## config.mk

```make
export PLATFORM = sky130hd
export DESIGN_NAME = dsoc_out_ctrl
export DESIGN_NICKNAME = d
export VERILOG_FILES = /design/src/dsoc_pkg.sv /design/src/dsoc_out_ctrl.sv
export SDC_FILE = /design/constraint.sdc
export NUM_CORES = 1
export LEC_CHECK = 0
export BUFFER_PORTS_ARGS = -buffer_cell sky130_fd_sc_hd__buf_2
export CAP_MARGIN = 5
export CELL_PAD_IN_SITES_DETAIL_PLACEMENT = 0
export CELL_PAD_IN_SITES_GLOBAL_PLACEMENT = 1
export CORE_ASPECT_RATIO = 0.75
export CORE_MARGIN = 1.5
export CORE_UTILIZATION = 40
export CTS_CLUSTER_SIZE = 20
export DETAILED_ROUTE_END_ITERATION = 8
export PLACE_DENSITY = 0.9
export SYNTH_ARGS = -nofsm -noshare
export SYNTH_HDL_FRONTEND = slang
export SYNTH_SLANG_ARGS = --single-unit
```

## constraint.sdc

```tcl
create_clock -name i_clk -period 7.88 [get_ports i_clk]
set_clock_uncertainty 0.2 [all_clocks]
set_input_delay 0.788 -clock i_clk [delete_from_list [all_inputs] [get_ports i_clk]]
set_output_delay 0.788 -clock i_clk [all_outputs]
set_load 0.05 [all_outputs]
```

## src/dsoc_pkg.sv

```systemverilog
// shared constants and types of the deserializer output state control
package dsoc_pkg;
  // register byte addresses
  localparam logic [3:0] ADDR_OVERRIDE = 4'h0;
  localparam logic [3:0] ADDR_CONFIG = 4'h4;
  localparam logic [3:0] ADDR_CONTROL = 4'h8;
  localparam logic [3:0] ADDR_STATUS = 4'hC;
  localparam logic [7:0] OVERRIDE_ON = 8'h01;
  localparam logic [7:0] OVERRIDE_RST = 8'h00;
  // config field layout (matches dsoc_cfg_s)
  localparam int CFG_W = 10;
  localparam logic [9:0] CFG_RST = 10'h0;
  // control register: hold set/reset bit
  localparam int CTL_HOLD_BIT = 0;
  // status bit positions
  localparam int ST_LOCK = 0;
  localparam int ST_PRESENT = 1;
  localparam int ST_STRAP_DONE = 2;
  localparam int ST_HOLD = 3;
  localparam int ST_OSC_SRC = 4;
  // strap positions on the video pad vector
  localparam int STRAP_IDLE = 0;
  localparam int STRAP_OSC_LO = 1;
  localparam int STRAP_EDGE = 4;
  localparam int STRAP_FILT = 5;
  localparam int STRAP_MAP_LO = 6;
  localparam int STRAP_LF = 8;
  // pad widths
  localparam int RGB_W = 24;
  localparam int VID_W = 27;
  // fallback oscillator: system clock and half periods per select code
  localparam int SYS_CLK_MHZ = 100;
  localparam logic [3:0] OSC_HALF_50M = 4'h1;
  localparam logic [3:0] OSC_HALF_25M = 4'h2;
  localparam logic [3:0] OSC_HALF_16M7 = 4'h3;
  localparam logic [3:0] OSC_HALF_12M5 = 4'h4;
  localparam logic [3:0] OSC_HALF_10M = 4'h5;
  localparam logic [3:0] OSC_HALF_8M3 = 4'h6;
  localparam logic [3:0] OSC_HALF_6M3 = 4'h8;
  localparam logic [2:0] OSC_OFF = 3'h0;

  typedef struct packed {
    logic hold_en;
    logic low_freq_optimization;
    logic [1:0] map_sel;
    logic filt_en;
    logic edge_pol;
    logic [2:0] fallback_osc_freq_select;
    logic idle_sel;
  } dsoc_cfg_s;

  typedef struct packed {
    logic [RGB_W-1:0] rgb;
    logic vs;
    logic hs;
    logic de;
  } dsoc_vid_s;

  typedef enum {OUT_OFF, OUT_IDLE_LOW, OUT_IDLE_FLOAT, OUT_OSC, OUT_HOLD, OUT_ACTIVE} dsoc_mode_e;
endpackage

```

## src/dsoc_out_ctrl.sv

```systemverilog
// deserializer output state control: lock flag, pixel bus state, straps, registers
`timescale 1ns/1ns
`default_nettype none
module dsoc_out_ctrl (
  // clock and reset
  input wire logic i_clk,
  input wire logic i_rstn,
  // link status and recovered stream
  input wire logic i_pdb,
  input wire logic i_embedded_clk_present,
  input wire logic i_cdr_locked,
  input wire logic i_rec_pclk,
  input wire dsoc_pkg::dsoc_vid_s i_vid,
  // pads: video bus, pass, pixel clock, lock
  input wire logic [dsoc_pkg::VID_W-1:0] i_vid_pad,
  input wire logic i_pass_pad,
  output logic [dsoc_pkg::VID_W-1:0] o_vid_pad,
  output logic [dsoc_pkg::VID_W-1:0] o_vid_pad_oe,
  output logic o_pass,
  output logic o_pass_oe,
  output logic o_pclk,
  output logic o_pclk_oe,
  output logic o_lock,
  output logic o_lock_oe,
  // avalon-mm slave
  input wire logic [3:0] i_avs_address,
  input wire logic i_avs_read,
  input wire logic i_avs_write,
  input wire logic [31:0] i_avs_writedata,
  output logic [31:0] o_avs_readdata,
  output logic o_avs_waitrequest
);
  // input synchronisers
  logic [4:0] sync1;
  logic [4:0] sync2;
  logic [dsoc_pkg::VID_W:0] pad1;
  logic [dsoc_pkg::VID_W:0] pad2;
  always_ff @(posedge i_clk or negedge i_rstn) begin
    if (!i_rstn) begin
      sync1 <= 5'h0;
      sync2 <= 5'h0;
      pad1 <= '0;
      pad2 <= '0;
    end else begin
      sync1 <= {i_pdb, i_embedded_clk_present, i_cdr_locked, i_rec_pclk, 1'b0};
      sync2 <= sync1;
      pad1 <= {i_pass_pad, i_vid_pad};
      pad2 <= pad1;
    end
  end
  wire power_down_bar_input = sync2[4];
  wire present = sync2[3];
  wire rec_pclk = sync2[1];
  wire locked = power_down_bar_input & present & sync2[2];

  // strap capture on first power-up
  logic pdb_q;
  logic strap_done;
  dsoc_pkg::dsoc_cfg_s strap;
  wire pdb_rise = power_down_bar_input & ~pdb_q;
  // undriven pads resolve low through the pad pulldown
  wire [dsoc_pkg::VID_W-1:0] spad = pad2[dsoc_pkg::VID_W-1:0];
  wire dsoc_pkg::dsoc_cfg_s strap_in = '{
    hold_en: pad2[dsoc_pkg::VID_W],
    low_freq_optimization: spad[dsoc_pkg::STRAP_LF],
    map_sel: spad[dsoc_pkg::STRAP_MAP_LO +: 2],
    filt_en: spad[dsoc_pkg::STRAP_FILT],
    edge_pol: spad[dsoc_pkg::STRAP_EDGE],
    fallback_osc_freq_select: spad[dsoc_pkg::STRAP_OSC_LO +: 3],
    idle_sel: spad[dsoc_pkg::STRAP_IDLE]
  };
  always_ff @(posedge i_clk or negedge i_rstn) begin
    if (!i_rstn) begin
      pdb_q <= 1'b0;
      strap_done <= 1'b0;
      strap <= dsoc_pkg::CFG_RST;
    end else begin
      pdb_q <= power_down_bar_input;
      if (pdb_rise && !strap_done) begin
        strap_done <= 1'b1;
        strap <= strap_in;
      end
    end
  end

  // registers
  logic [7:0] ovr;
  logic [dsoc_pkg::CFG_W-1:0] cfg_reg;
  logic hold_ctl;
  logic hold_active;
  logic osc_src;
  wire acc = (i_avs_read | i_avs_write) & ~o_avs_waitrequest;
  wire wr = i_avs_write & ~o_avs_waitrequest;
  wire hit_ovr = (i_avs_address == dsoc_pkg::ADDR_OVERRIDE);
  wire hit_cfg = (i_avs_address == dsoc_pkg::ADDR_CONFIG);
  wire hit_ctl = (i_avs_address == dsoc_pkg::ADDR_CONTROL);
  wire hit_st = (i_avs_address == dsoc_pkg::ADDR_STATUS);
  wire [4:0] status = {osc_src, hold_active, strap_done, present, locked};
  wire [31:0] rd_mux =
    hit_ovr ? {24'h000000, ovr} :
    hit_cfg ? {22'h0, cfg_reg} :
    hit_ctl ? {31'h0, hold_ctl} :
    hit_st ? {27'h0, status} : 32'h00000000;
  wire next_hold_ctl = (wr && hit_ctl) ? i_avs_writedata[dsoc_pkg::CTL_HOLD_BIT] : hold_ctl;
  always_ff @(posedge i_clk or negedge i_rstn) begin
    if (!i_rstn) begin
      o_avs_waitrequest <= 1'b1;
      o_avs_readdata <= 32'h00000000;
    end else begin
      o_avs_waitrequest <= ~((i_avs_read | i_avs_write) & o_avs_waitrequest);
      if (i_avs_read && o_avs_waitrequest) begin
        o_avs_readdata <= rd_mux;
      end
    end
  end
  always_ff @(posedge i_clk or negedge i_rstn) begin
    if (!i_rstn) begin
      ovr <= dsoc_pkg::OVERRIDE_RST;
      cfg_reg <= dsoc_pkg::CFG_RST;
      hold_ctl <= 1'b0;
    end else if (!power_down_bar_input) begin
      ovr <= dsoc_pkg::OVERRIDE_RST;
      cfg_reg <= dsoc_pkg::CFG_RST;
      hold_ctl <= 1'b0;
    end else if (wr) begin
      if (hit_ovr) begin
        ovr <= i_avs_writedata[7:0];
      end else if (hit_cfg) begin
        cfg_reg <= i_avs_writedata[dsoc_pkg::CFG_W-1:0];
      end else if (hit_ctl) begin
        hold_ctl <= next_hold_ctl;
      end
    end
  end

  // configuration source
  wire use_reg = (ovr == dsoc_pkg::OVERRIDE_ON);
  wire dsoc_pkg::dsoc_cfg_s cfg = use_reg ? dsoc_pkg::dsoc_cfg_s'(cfg_reg) : strap;

  // hold-outputs-low state
  logic lock_q;
  wire lock_fall = lock_q & ~locked;
  wire ctl_write = wr & hit_ctl & acc;
  wire release_req = ctl_write & ~hold_ctl & next_hold_ctl & locked;
  wire manual_set = ctl_write & hold_ctl & ~next_hold_ctl & locked;
  // stays armed while the feature is off, so enabling it forces the hold
  wire next_hold = ~cfg.hold_en |
    (lock_fall | ~locked | manual_set | (hold_active & ~release_req));
  always_ff @(posedge i_clk or negedge i_rstn) begin
    if (!i_rstn) begin
      lock_q <= 1'b0;
      hold_active <= 1'b1;
    end else begin
      lock_q <= locked;
      hold_active <= next_hold;
    end
  end

  // output mode
  wire osc_on = (cfg.fallback_osc_freq_select != dsoc_pkg::OSC_OFF);
  dsoc_pkg::dsoc_mode_e mode;
  always_comb begin
    if (!power_down_bar_input || !strap_done) begin
      mode = dsoc_pkg::OUT_OFF;
    end else if (cfg.hold_en && hold_active) begin
      mode = dsoc_pkg::OUT_HOLD;
    end else if (locked) begin
      mode = dsoc_pkg::OUT_ACTIVE;
    end else if (!present && osc_on) begin
      mode = dsoc_pkg::OUT_OSC;
    end else if (cfg.idle_sel) begin
      mode = dsoc_pkg::OUT_IDLE_FLOAT;
    end else begin
      mode = dsoc_pkg::OUT_IDLE_LOW;
    end
  end

  // fallback oscillator
  function automatic logic [3:0] osc_half(input logic [2:0] sel);
    case (sel)
      3'h1: osc_half = dsoc_pkg::OSC_HALF_50M;
      3'h2: osc_half = dsoc_pkg::OSC_HALF_25M;
      3'h3: osc_half = dsoc_pkg::OSC_HALF_16M7;
      3'h4: osc_half = dsoc_pkg::OSC_HALF_12M5;
      3'h5: osc_half = dsoc_pkg::OSC_HALF_10M;
      3'h6: osc_half = dsoc_pkg::OSC_HALF_8M3;
      default: osc_half = dsoc_pkg::OSC_HALF_6M3;
    endcase
  endfunction
  logic [3:0] osc_cnt;
  logic internal_osc_clock;
  wire osc_wrap = (osc_cnt >= osc_half(cfg.fallback_osc_freq_select) - 4'h1);
  always_ff @(posedge i_clk or negedge i_rstn) begin
    if (!i_rstn) begin
      osc_cnt <= 4'h0;
      internal_osc_clock <= 1'b0;
    end else if (!osc_on) begin
      osc_cnt <= 4'h0;
      internal_osc_clock <= 1'b0;
    end else if (osc_wrap) begin
      osc_cnt <= 4'h0;
      internal_osc_clock <= ~internal_osc_clock;
    end else begin
      osc_cnt <= osc_cnt + 4'h1;
    end
  end

  // glitch-free pixel clock source switch
  logic pclk_lvl;
  logic pclk_prev;
  wire want_osc = (mode == dsoc_pkg::OUT_OSC);
  wire new_lvl = want_osc ? internal_osc_clock : rec_pclk;
  // change source only once the new source sits at the held level
  wire may_switch = (want_osc != osc_src) & (new_lvl == pclk_lvl);
  wire next_src = may_switch ? want_osc : osc_src;
  wire src_lvl = next_src ? internal_osc_clock : rec_pclk;
  wire next_pclk_lvl = (want_osc != next_src) ? pclk_lvl : src_lvl;
  always_ff @(posedge i_clk or negedge i_rstn) begin
    if (!i_rstn) begin
      osc_src <= 1'b0;
      pclk_lvl <= 1'b0;
      pclk_prev <= 1'b0;
    end else begin
      osc_src <= next_src;
      pclk_lvl <= next_pclk_lvl;
      pclk_prev <= pclk_lvl;
    end
  end
  wire launch = cfg.edge_pol ? (pclk_lvl & ~pclk_prev) : (~pclk_lvl & pclk_prev);

  // control filter and lsb map
  function automatic logic [2:0] filt3(input logic [2:0] din, input logic [2:0] h1,
                                       input logic [2:0] h2, input logic [2:0] cur);
    logic [2:0] agree;
    agree = ~(din ^ h1) & ~(h1 ^ h2);
    filt3 = (agree & din) | (~agree & cur);
  endfunction
  function automatic logic [7:0] lsb_map(input logic [7:0] c, input logic [1:0] sel);
    if (sel[1]) begin
      lsb_map = {c[7:2], 2'h0};
    end else if (sel[0]) begin
      lsb_map = {c[7:2], {2{c[7]}}};
    end else begin
      lsb_map = {c[7:2], c[5:4]};
    end
  endfunction
  logic [2:0] ctl_h1;
  logic [2:0] ctl_h2;
  logic [2:0] ctl_f;
  logic [dsoc_pkg::RGB_W-1:0] rgb_q;
  wire [2:0] ctl_in = {i_vid.vs, i_vid.hs, i_vid.de};
  // level must stand three pixel clocks to pass
  wire [2:0] ctl_next = cfg.filt_en ? filt3(ctl_in, ctl_h1, ctl_h2, ctl_f) : ctl_in;
  wire [dsoc_pkg::RGB_W-1:0] rgb_map = {lsb_map(i_vid.rgb[23:16], cfg.map_sel),
    lsb_map(i_vid.rgb[15:8], cfg.map_sel), lsb_map(i_vid.rgb[7:0], cfg.map_sel)};
  always_ff @(posedge i_clk or negedge i_rstn) begin
    if (!i_rstn) begin
      ctl_h1 <= 3'h0;
      ctl_h2 <= 3'h0;
      ctl_f <= 3'h0;
      rgb_q <= '0;
    end else if (launch) begin
      ctl_h1 <= ctl_in;
      ctl_h2 <= ctl_h1;
      ctl_f <= ctl_next;
      rgb_q <= rgb_map;
    end
  end

  // pad drivers
  wire act = (mode == dsoc_pkg::OUT_ACTIVE);
  wire drv_vid = (mode != dsoc_pkg::OUT_OFF) & (mode != dsoc_pkg::OUT_IDLE_FLOAT);
  wire drv_pclk = act | want_osc;
  always_ff @(posedge i_clk or negedge i_rstn) begin
    if (!i_rstn) begin
      o_vid_pad <= '0;
      o_vid_pad_oe <= '0;
      o_pclk <= 1'b0;
      o_pclk_oe <= 1'b0;
      o_lock <= 1'b0;
      o_lock_oe <= 1'b0;
      o_pass <= 1'b0;
      o_pass_oe <= 1'b0;
    end else begin
      o_vid_pad <= act ? {ctl_f, rgb_q} : '0;
      o_vid_pad_oe <= {dsoc_pkg::VID_W{drv_vid}};
      o_pclk <= drv_pclk ? pclk_lvl : 1'b0;
      o_pclk_oe <= drv_vid;
      o_lock <= act | (locked & mode == dsoc_pkg::OUT_HOLD);
      o_lock_oe <= power_down_bar_input;
      o_pass <= act;
      o_pass_oe <= power_down_bar_input & strap_done;
    end
  end
endmodule
`default_nettype wire

```

==> results of run 1 <==
==> per-stage QoR <==
stage	setup WS [ns]	power, mW	hold WS (ns)	util [%]	area, um^2
finish	4.94	2.14	0.133	49.0	7180
global route	4.74	2.25	0.153	49.0	7180
CTS	4.89	2.17	0.148	49.0	7180
detailed placement	4.98	1.40	0.136	45.1	6610
global placement	5.01	1.38	0.135	45.1	6610
floorplan	5.01	1.32	0.131	-	6150
==> critical path: stages, from the launching register on <==
cell and delay, ns:
dfrtp_1 0.44, nor4b_4 0.37, nand2_4 0.22, a31oi_1 0.27, ha_1 0.28, ha_1 0.29
a21o_1 0.16, a21o_1 0.17, a21oi_1 0.20, nand2b_1 0.15, nor2_1 0.12
==> synthesized netlist by cell type (4+ instances only) <==
cell,count,share of area [%]
dfrtp_1,139,57
buf_4,49,6.1
mux2i_1,41,6.8
nand2_1,22,1.4
and2_1,21,2.2
mux2_2,19,3.5
nor2b_1,19,2.0
mux2_4,17,4.2
nand3_1,16,1.3
nor2_1,12,0.74
o21ai_0,11,0.91
inv_1,10,0.62
clkbuf_1,8,0.49
nor4_1,7,0.72
ha_1,6,1.2
nand2b_1,6,0.62
o22ai_1,6,0.62
a22o_1,5,0.72
nor3_1,5,0.41
a21oi_1,4,0.33
and3_1,4,0.41
==> per-layer routing <==
metal  routed length [um]  track usage, %  vias up
li1                     -               -     1754
met1                 5310            20.1     1830
met2                 5720            24.7      108
met3                  559            4.15       11
met4                  160            6.20        0
met5                    0               0        -
==> cells by family after synthesis <==
family          count (synthesis)  synth area share [%]
flops                         141                  58.2
simple gates                  120                  11.5
mux                            82                  16.2
buf+inv                        73                  7.81
compound gates                 40                  4.41
fa+ha+maj                       6                  1.24
xor+xnor                        4                 0.577
other cells                     2                 0.124
==> path summary, 6_finish.rpt <==
| check | startpoint | endpoint | slack (ns) |
|---|---|---|---|
| min reg2reg | pad1[2] | pad2[2] | 0.15 |
| min | i_rstn | cfg_reg[5] | 0.13 |
| max in group asynchronous | i_rstn | o_vid_pad[1] | 5.93 |
| min in group i_clk | pad1[2] | pad2[2] | 0.15 |
| max reg2reg | ovr[7] | osc_cnt[3] | 4.94 |
| max | ovr[7] | osc_cnt[3] | 4.94 |
==> area by class of cell <==
class,count,area share [%]
Clock inverter,11,1.52
Timing Repair Buffer,125,8.91
Multi-Input combinational cell,275,30.0
Inverter,10,0.523
Tap cell,200,3.49
Clock buffer,21,6.42
Sequential cell,141,49.2
==> where the power goes <==
| group | leakage (nW) | switching, mW | internal, mW |
|---|---|---|---|
| registers | 1.79 | 0.0804 | 0.843 |
| logic | 1.62 | 0.262 | 0.204 |
| clock network | 0.267 | 0.299 | 0.454 |
| total | 3.67 | 0.642 | 1.50 |
==> reports/qor.txt, run 1 <==
Crit path required time - 8.02 ns
PortBufs - 122
Peak VDD IR - 0.168 mV
static leakage - 3.67 nW
ANT nets after route - 0
ratio of final minimum period to clock period - 37.3%
ant diodes - 0
synthesis-to-layout area growth - 18.2%
initial antenna violation count - 0
Cell Pwr Density - 298 nW/um^2
Worst Max-Slew Pin Slew - 1.00 ns
setup violators final - 0
Seq cells post-synth - 141
detailed placement HPWL - 8300 um
Post-synth EDFFs - 0
placed insts - 751
Final TNS setup - 0 ns
drt wl/cell - 15.0 um
die width - 145 um
Hold Buf Count CTS - 0
Top Registers - o_vid_pad: 27 flops, rgb_q: 24 flops
CTS sink cnt - 141
Largest Register - o_vid_pad
ys async rst share - 100%
Ys Warns - 0
Multi-input gate area - 2150 um^2
vias per inst - 4.73
final hold violation count - 0
clk root buf - clkbuf_16
largest net degree at the start of global routing - 84
library cells used by synthesis - 45
# DRC - 0
H-tree Lvls - 4
CTS tree - yes
Syn Inst Count - 468
post_cts resized - 0
Slew Limit Fails - 0
first-pass GRT wire length - 18900 um
core area - 14600 um^2
relative slew slack - 33.4%
initial drt markers - 188
cells on worst reg2reg path - 10
clk buf depth - 2
CTS clock-pin slew for the worst setup and hold paths - 0.06 ns
Crit. End Element - flop
critical path type - flop to flop
mean post-synth cell area - 13.0 um^2
GRT Util Overall - 15.4%
filler instances - 1301
Max Clk Rate - 340 MHz
MaxCap Viol Count - 0
Finished Layout Cells - 783
Final min period - 2.94 ns
max reg flops - 27
Post-Syn Area - 6070 um^2
outcome - finished, final reports clean
First-pass DRT Iterations - 4
FF/Latch Area - 3530 um^2
critical path startpoint category - flop
commonest non-fill, non-tap cell in the layout - dfrtp_1
IO Pins - 192
aggregate global routing overflow - 0
total number of vias - 3703
final wirelength - 11700 um
CTS Buf Count - 17
sequential area share after synthesis - 58.2%
hold crit path type - primary input to async pin
vias in the first global route - 3651
die area - 15900 um^2
share of layout cells above drive strength 1 - 34.8%
post-CTS setup buffers - 0
Cell Rows - 38
RSZ-0062 raised after global routing - no
CP max FO - 15
nets - 675
initial core utilization - 41.5%
GPL Wtd Cong - 0.772
WP data arrival - 3.08 ns
clk_lat worst skew - 0.41 ns
most frequent cells in the layout - dfrtp_1 (139), buf_2 (121), mux2i_1 (41), conb_1 (23), nand2_1 (22)
Synth Flop Type - dfrtp_1
die height - 110 um
Power figures use the tool's default switching activity.
==> inputs of run 2 (changes only) <==
Settings changed: ABC_AREA from default to 1, CORE_UTILIZATION 40 to 35, PLACE_DENSITY 0.9 to 0.87.
Clock period 7.88 ns to 2.6 ns, I/O delays scaled along.
==> run 2 against run 1 <==
Against the previous run:
- the flow now finishes with violations (negative setup slack)
- combinational power rose to 4.4 times the previous value
- global-route usage fell by 1.0 points
- maximum frequency rose by 13%
- area after synthesis rose by 0.19%
- total power rose to 3.4 times the previous value
- highest routed layer unchanged
- critical path type unchanged
- hold slack got worse by 0.046 ns
- core utilization fell by 1.9 points
- first-iteration DRC count rose by 33%
- critical path depth rose by 7
- setup slack got worse by 4.9 ns
- clock-buffer cell count fell by 1
- largest power group unchanged
==> reports/qor.txt, run 2 <==
most frequent cells in the layout - dfrtp_1 (139), buf_2 (121), nand2_1 (88), inv_1 (80), o21ai_0 (60) (was dfrtp_1 (139), buf_2 (121), mux2i_1 (41), conb_1 (23), nand2_1 (22))
initial drt markers - 250 (was 188)
RSZ-0062 raised after global routing - yes (was no)
Ys Warns - 0 (unchanged)
largest net degree at the start of global routing - 61 (was 84)
Syn Inst Count - 610 (was 468)
drt wl/cell - 12.4 um (was 15.0 um)
Clk pwr share - 33.1% (was 35.1%)
CTS clock-pin slew for the worst setup and hold paths - 0.06 ns (about the same)
commonest non-fill, non-tap cell in the layout - dfrtp_1 (unchanged)
Final TNS setup - -0.00404 ns (was 0 ns)
Worst Max-Slew Pin Slew - 0.665 ns (was 1.00 ns)
Multi-input gate area - 1950 um^2 (was 2150 um^2)
Post-synth EDFFs - 0 (unchanged)
Largest Register - o_vid_pad (unchanged)
leading area contributor after synthesis - dfrtp_1 (unchanged)
first-pass GRT wire length - 19800 um (was 18900 um)
crit-path cells - inv_2, nand2_4, nor2_4, nand2_4, nand2_4, nand2_4, o21bai_4, ha_4, ha_4, o21ai_1, inv_1, o21ai_1, nand2_1, a21oi_2, nand2_2, or2_4, inv_2 (was nor4b_4, nand2_4, a31oi_1, ha_1, ha_1, a21o_1, a21o_1, a21oi_1, nand2b_1, nor2_1)
die area - 18200 um^2 (was 15900 um^2)
nets - 885 (was 675)
Switching Fraction - 34.2% (was 29.9%)
mux cell area share after synthesis - 1.30% (was 16.2%)
critical path type - flop to flop (unchanged)
IO Pins - 192 (unchanged)
Post-Syn Area - 6080 um^2 (was 6070 um^2)
Top Registers - o_vid_pad: 27 flops, rgb_q: 24 flops (unchanged)
ratio of final minimum period to clock period - 100% (was 37.3%)
initial antenna violation count - 0 (unchanged)
GRT Util Overall - 14.4% (was 15.4%)
# DRC - 0 (unchanged)
vias per inst - 4.32 (was 4.73)
Max Clk Rate - 384 MHz (was 340 MHz)
filler instances - 1602 (was 1301)
Post-Synth XOR/XNOR Area - 0.576% (was 0.577%)
Final min period - 2.60 ns (was 2.94 ns)
H-tree Lvls - 4 (unchanged)
core area - 16900 um^2 (was 14600 um^2)
synthesis-to-layout area growth - 31.0% (was 18.2%)
mean post-synth cell area - 9.97 um^2 (was 13.0 um^2)
Place WS - -0.134 ns (was 4.98 ns)
detailed placement HPWL - 8400 um (was 8300 um)
largest family of logic cells by synthesized area - simple AND/OR/NAND/NOR gates (was multiplexers)
Flop pwr share - 38.4% (was 43.1%)
final hold violation count - 0 (unchanged)
PortBufs - 122 (unchanged)
critical path startpoint category - flop (unchanged)
total number of vias - 4359 (was 3703)
sequential area share after synthesis - 58.1% (was 58.2%)
ant diodes - 0 (unchanged)
initial core utilization - 35.9% (was 41.5%)
clk_lat worst skew - 0.42 ns (was 0.41 ns)
P_int - 4.74 mW (was 1.50 mW)
Crit path required time - 2.76 ns (was 8.02 ns)
Comb pwr share - 28.5% (was 21.8%)
final wirelength - 12500 um (was 11700 um)
post-synthesis compound-gate area fraction - 8.70% (was 4.41%)
top cell type's share of synthesized area - 57.2% (was 57.3%)
relative slew slack - 55.7% (was 33.4%)
ys async rst share - 100% (unchanged)
outcome - complete, but fails checks (was finished, final reports clean)
GPL Wtd Cong - 0.814 (was 0.772)
CP max stage delay - 0.39 ns (was 0.44 ns)
max reg flops - 27 (unchanged)
Crit. End Element - flop (unchanged)
WP data arrival - 2.77 ns (was 3.08 ns)
CTS sink cnt - 141 (unchanged)
CTS tree - yes (unchanged)
CP max FO - 4 (was 15)
Seq cells post-synth - 141 (unchanged)
vias in the first global route - 3959 (was 3651)
slowest stage cell, crit path - dfrtp_1 (unchanged)
most numerous cell on the critical path - nand2_4
setup violators final - 1 (was 0)
Sw Pwr - 2.47 mW (was 642 uW)
Cell Rows - 41 (was 38)
die width - 155 um (was 145 um)
static leakage - 4.02 nW (was 3.67 nW)
setup ws final - -0.00404 ns (was 4.94 ns)
CTS Buf Count - 17 (unchanged)
hold crit path type - primary input to flop (was primary input to async pin)
adder-cell share of the synthesized area - 1.23% (was 1.24%)
MaxCap Viol Count - 0 (unchanged)
die height - 117 um (was 110 um)
Post-Synth Simple-Gate Area - 16.8% (was 11.5%)
count leader, synth - dfrtp_1 (unchanged)
ranking of synthesized cells by area - dfrtp_1 (57%), buf_4 (6.0%), nand2_1 (5.9%) (was dfrtp_1 (57%), mux2i_1 (6.8%), buf_4 (6.1%))
Synth Flop Type - dfrtp_1 (unchanged)
Peak VDD IR - 0.492 mV (was 0.168 mV)
clk buf depth - 2 (unchanged)
Synth top cells by count - dfrtp_1 (139), nand2_1 (95), inv_1 (86) (was dfrtp_1 (139), buf_4 (49), mux2i_1 (41))
Cell Pwr Density - 904 nW/um^2 (was 298 nW/um^2)
Slew Limit Fails - 0 (unchanged)
clk root buf - clkbuf_16 (unchanged)
FF/Latch Area - 3530 um^2 (unchanged)
library cells used by synthesis - 38 (was 45)
First-pass DRT Iterations - 4 (unchanged)
aggregate global routing overflow - 0 (unchanged)
fin util - 47.1% (was 49.0%)
ANT nets after route - 0 (unchanged)
share of layout cells above drive strength 1 - 30.4% (was 34.8%)
failing checks - negative setup slack
## run 2: cell count changes after synthesis, moves of 6 or more
cell / before / now
nor2_1: 12 / 32
o21ai_0: 11 / 62
nor2_4: 0 / 23
nand2_1: 22 / 95
mux2i_1: 41 / 0
nand2b_1: 6 / 0
nor4_1: 7 / 0
and2_1: 21 / 0
mux2_4: 17 / 0
mux2_2: 19 / 7
nand3_1: 16 / 38
nor2b_1: 19 / 0
inv_1: 10 / 86
## run 2: stage by stage
step	cell area, um^2	total power [mW]	cells	hold WS, ns
2_1_floorplan	6170	4.28	631	-0.236
3_3_place_gp	6780	4.64	924	0.0786
3_5_place_dp	6780	4.69	924	0.0820
4_1_cts	7880	7.19	1005	0.0587
5_1_grt	7970	7.68	1008	0.132
6_report	7970	7.21	1008	0.0870
## run 2: path summary, 6_finish.rpt
check	endpoint	slack, ns	cells after the start	start
min in group asynchronous	o_vid_pad[14]	0.18	2	i_rstn
worst max-delay path	osc_cnt[3]	-0.004	17	ovr[5]
worst min-delay path	o_avs_readdata[6]	0.09	6	i_avs_address[3]
max in group asynchronous	o_vid_pad[15]	1.32	3	i_rstn
worst min register to register	pad2[27]	0.15	0	pad1[27]
worst max register to register	osc_cnt[3]	-0.004	17	ovr[5]
## run 2: power by group through the flow
| stage | clock network (mW) | registers (mW) | logic (mW) |
|---|---|---|---|
| 5_1_grt | 2.56 | 2.81 | 2.31 |
| 6_report | 2.38 | 2.77 | 2.05 |
| 2_1_floorplan | 0 | 2.87 | 1.40 |
| 4_1_cts | 2.44 | 2.77 | 1.98 |
| 3_5_place_dp | 0 | 2.81 | 1.88 |
| 3_3_place_gp | 0 | 2.79 | 1.84 |
## run 2: final cells by class
| type | instances | share of cell area, % |
|---|---|---|
| clock inverter | 12 | 1.74 |
| tap | 215 | 3.38 |
| timing repair buffer | 193 | 16.2 |
| multi-input combinational | 337 | 24.4 |
| clock buffer | 20 | 5.60 |
| sequential | 141 | 44.3 |
| inverter | 90 | 4.30 |
## run 2: cell families after synthesis
| group | after synthesis |
|---|---|
| XOR/XNOR | 4 |
| multiplexers | 7 |
| buffers and inverters | 153 |
| AO/OA/AOI/OAI | 96 |
| flip-flops | 141 |
| other | 2 |
| AND/OR/NAND/NOR | 201 |
| adder cells (fa/ha/maj) | 6 |
## run 2: layer usage
layer	GRT usage, %	part of all wire (%)	routed length (um)
met3	4.79	5.2	646
met5	0	0	0
met2	22.1	45	5650
met4	4.76	1.1	142
met1	19.4	48	6020
## run 2: critical path: cells and delay by family (launching register included)
family,cells,cell delay [ns]
and+or+nand+nor,8,0.83
AOI/OAI and AO/OA,4,0.47
adders and majority gates,2,0.47
DFF,1,0.39
buffers and inverters,3,0.17
## run 2: repair_timing
action / CTS / global route
hold endpoints to repair: 117 / 0
hold buffers: 48 / 0
endpoints found under the setup margin: 5 / 12
gates cloned: 0 / 0
resized for setup: 11 / 12
pin swaps: 9 / 11
buffers inserted: 1 / 3
==> inputs of run 3 (changes only) <==
Settings changed: GPL_TIMING_DRIVEN from default to 0, SETUP_SLACK_MARGIN from default to 0.2.
==> run 3 against run 2 <==
Against the previous run:
- the flow still finishes with violations (negative setup slack)
- register-to-register slack lost 0.05 ns
- clock-buffer cell count shrank 3
- core utilization increased by 3.9 points
- clock power is 4% higher
- total power is 5.9% higher
- first-iteration DRC count up 33%
- setup slack worse by 0.047 ns
- sequential share of layout area decreased by 3.4 points
==> reports/qor.txt, run 3 (synthesized netlist as in run 2, its figures left out) <==
static leakage - 4.37 nW (was 4.02 nW)
drt wl/cell - 13.0 um (was 12.4 um)
relative slew slack - 49.0% (was 55.7%)
ant diodes - 0 (unchanged)
Final min period - 2.65 ns (was 2.60 ns)
CTS tree - yes (unchanged)
Worst Max-Slew Pin Slew - 0.764 ns (was 0.665 ns)
commonest non-fill, non-tap cell in the layout - dfrtp_1 (unchanged)
outcome - complete, but fails checks (unchanged)
setup ws final - -0.0513 ns (was -0.00404 ns)
nets - 948 (was 885)
IO Pins - 192 (unchanged)
filler instances - 1499 (was 1602)
final hold violation count - 0 (unchanged)
initial antenna violation count - 0 (unchanged)
CTS clock-pin slew for the worst setup and hold paths - 0.06 ns (about the same)
detailed placement HPWL - 9350 um (was 8400 um)
initial core utilization - 35.9% (unchanged)
RSZ-0062 raised after global routing - yes (unchanged)
MaxCap Viol Count - 0 (unchanged)
CTS Buf Count - 17 (unchanged)
max reg flops - 27 (unchanged)
die width - 155 um (unchanged)
initial drt markers - 332 (was 250)
GRT Util Overall - 15.7% (was 14.4%)
synthesis-to-layout area growth - 42.0% (was 31.0%)
WHS - 0.0161 ns (was 0.0870 ns)
most frequent cells in the layout - dfrtp_1 (139), buf_2 (124), nand2_1 (88), inv_1 (80), buf_4 (63) (was dfrtp_1 (139), buf_2 (121), nand2_1 (88), inv_1 (80), o21ai_0 (60))
share of layout cells above drive strength 1 - 36.9% (was 30.4%)
total number of vias - 4673 (was 4359)
fin util - 51.0% (was 47.1%)
vias per inst - 4.36 (was 4.32)
H-tree Lvls - 4 (unchanged)
die height - 117 um (unchanged)
CP max FO - 4 (unchanged)
Crit path required time - 2.76 ns (about the same)
hold crit path type - primary input to flop (unchanged)
FF/Latch Area - 3530 um^2 (unchanged)
clk_lat worst skew - 0.42 ns (about the same)
vias in the first global route - 4318 (was 3959)
ANT nets after route - 0 (unchanged)
largest net degree at the start of global routing - 103 (was 61)
First-pass DRT Iterations - 4 (unchanged)
Crit. End Element - flop (unchanged)
die area - 18200 um^2 (unchanged)
critical path startpoint category - flop (unchanged)
PortBufs - 122 (unchanged)
CTS sink cnt - 141 (unchanged)
Cell Rows - 41 (unchanged)
Top Registers - o_vid_pad: 27 flops, rgb_q: 24 flops (unchanged)
Final Total Pwr - 7.63 mW (was 7.21 mW)
failing checks - negative setup slack (unchanged)
critical path type - flop to flop (unchanged)
clk buf depth - 2 (unchanged)
# DRC - 0 (unchanged)
Place WS - -0.287 ns (was -0.134 ns)
aggregate global routing overflow - 0 (unchanged)
setup violators final - 1 (unchanged)
Max Clk Rate - 377 MHz (was 384 MHz)
final wirelength - 13900 um (was 12500 um)
Largest Register - o_vid_pad (unchanged)
clk root buf - clkbuf_16 (unchanged)
Multi-input gate area - 2060 um^2 (was 1950 um^2)
Peak VDD IR - 0.598 mV (was 0.492 mV)
Slew Limit Fails - 0 (unchanged)
WP data arrival - 2.81 ns (was 2.77 ns)
ratio of final minimum period to clock period - 102% (was 100%)
GPL Wtd Cong - 0.846 (was 0.814)
Cell Pwr Density - 883 nW/um^2 (was 904 nW/um^2)
core area - 16900 um^2 (unchanged)
first-pass GRT wire length - 21700 um (was 19800 um)
run 3: changes by cell type in the layout (fill, tap and decap cells not counted), moves of 2 or more:
cell | before | now
buf_6 | 1 | 8
nor2_4 | 23 | 30
clkbuf_4 | 0 | 3
clkinv_2 | 2 | 0
nand3_4 | 0 | 4
clkinv_4 | 2 | 4
buf_2 | 121 | 124
buf_4 | 21 | 63
clkbuf_16 | 17 | 19
nor2_1 | 32 | 25
o21ai_2 | 1 | 4
inv_8 | 1 | 3
nand3_1 | 38 | 35
o21ai_0 | 60 | 58
run 3: layer usage:
metal  GRT usage, %  vias to the layer above  wire, um
met5              0                        -         0
met4           4.19                        0        87
met3           4.68                       13       648
met2           24.8                      106      6400
met1           21.2                     2222      6800
li1               -                     2332         -
run 3: worst max-delay path, cell delays in order (launching register included):
cell,delay [ns]
dfrtp_1,0.39
inv_2,0.08
nand2_4,0.06
nor2_4,0.15
buf_6,0.15
nand3_4,0.07
nand2_4,0.10
o21bai_4,0.13
ha_4,0.23
ha_4,0.21
o21ai_2,0.05
inv_1,0.06
o21ai_2,0.11
nand2_1,0.07
a21oi_2,0.13
nand2_2,0.09
or2_4,0.25
inv_2,0.04
run 3: through the flow:
stage,area [um^2],instances,TNS [ns]
after floorplan,6170,631,-0.00148
after global placement,7050,968,-127.44
after detailed placement,7080,969,-0.919
after CTS,8330,1059,-0.0533
after global routing,8640,1071,-0.716
final,8640,1071,-0.0513
run 3: final cells by class:
type / count / share of cell area (%)
Buffer: 63 / 5.48
Tap cell: 215 / 3.11
Inverter: 90 / 3.97
Sequential cell: 141 / 40.9
Timing Repair Buffer: 193 / 15.7
Multi-Input combinational cell: 337 / 23.9
Clock inverter: 15 / 2.06
Clock buffer: 17 / 4.93
run 3: path summary, 6_finish.rpt:
path	start	end	slack (ns)	cells after the start
max	ovr[7]	osc_cnt[3]	-0.05	17
min	i_avs_address[2]	o_avs_readdata[6]	0.02	4
max reg2reg	ovr[7]	osc_cnt[3]	-0.05	17
min reg2reg	pad1[2]	pad2[2]	0.15	0
max in group asynchronous	i_rstn	ctl_h2[0]	1.26	3
min in group asynchronous	i_rstn	rgb_q[19]	0.12	2
run 3: timing repair:
item                       CTS  global route
resized for setup           22            50
pin swaps                   15            32
buffers inserted            11            10
hold endpoints to repair    96             0
setup endpoints to repair   37            58
hold buffers                47             0
cloned                       0             2
run 3: report_power, final:
part	internal [mW]	total, mW	switching (mW)
Combinational	0.867	2.37	1.50
Sequential	2.60	2.78	0.184
Clock	1.45	2.48	1.03
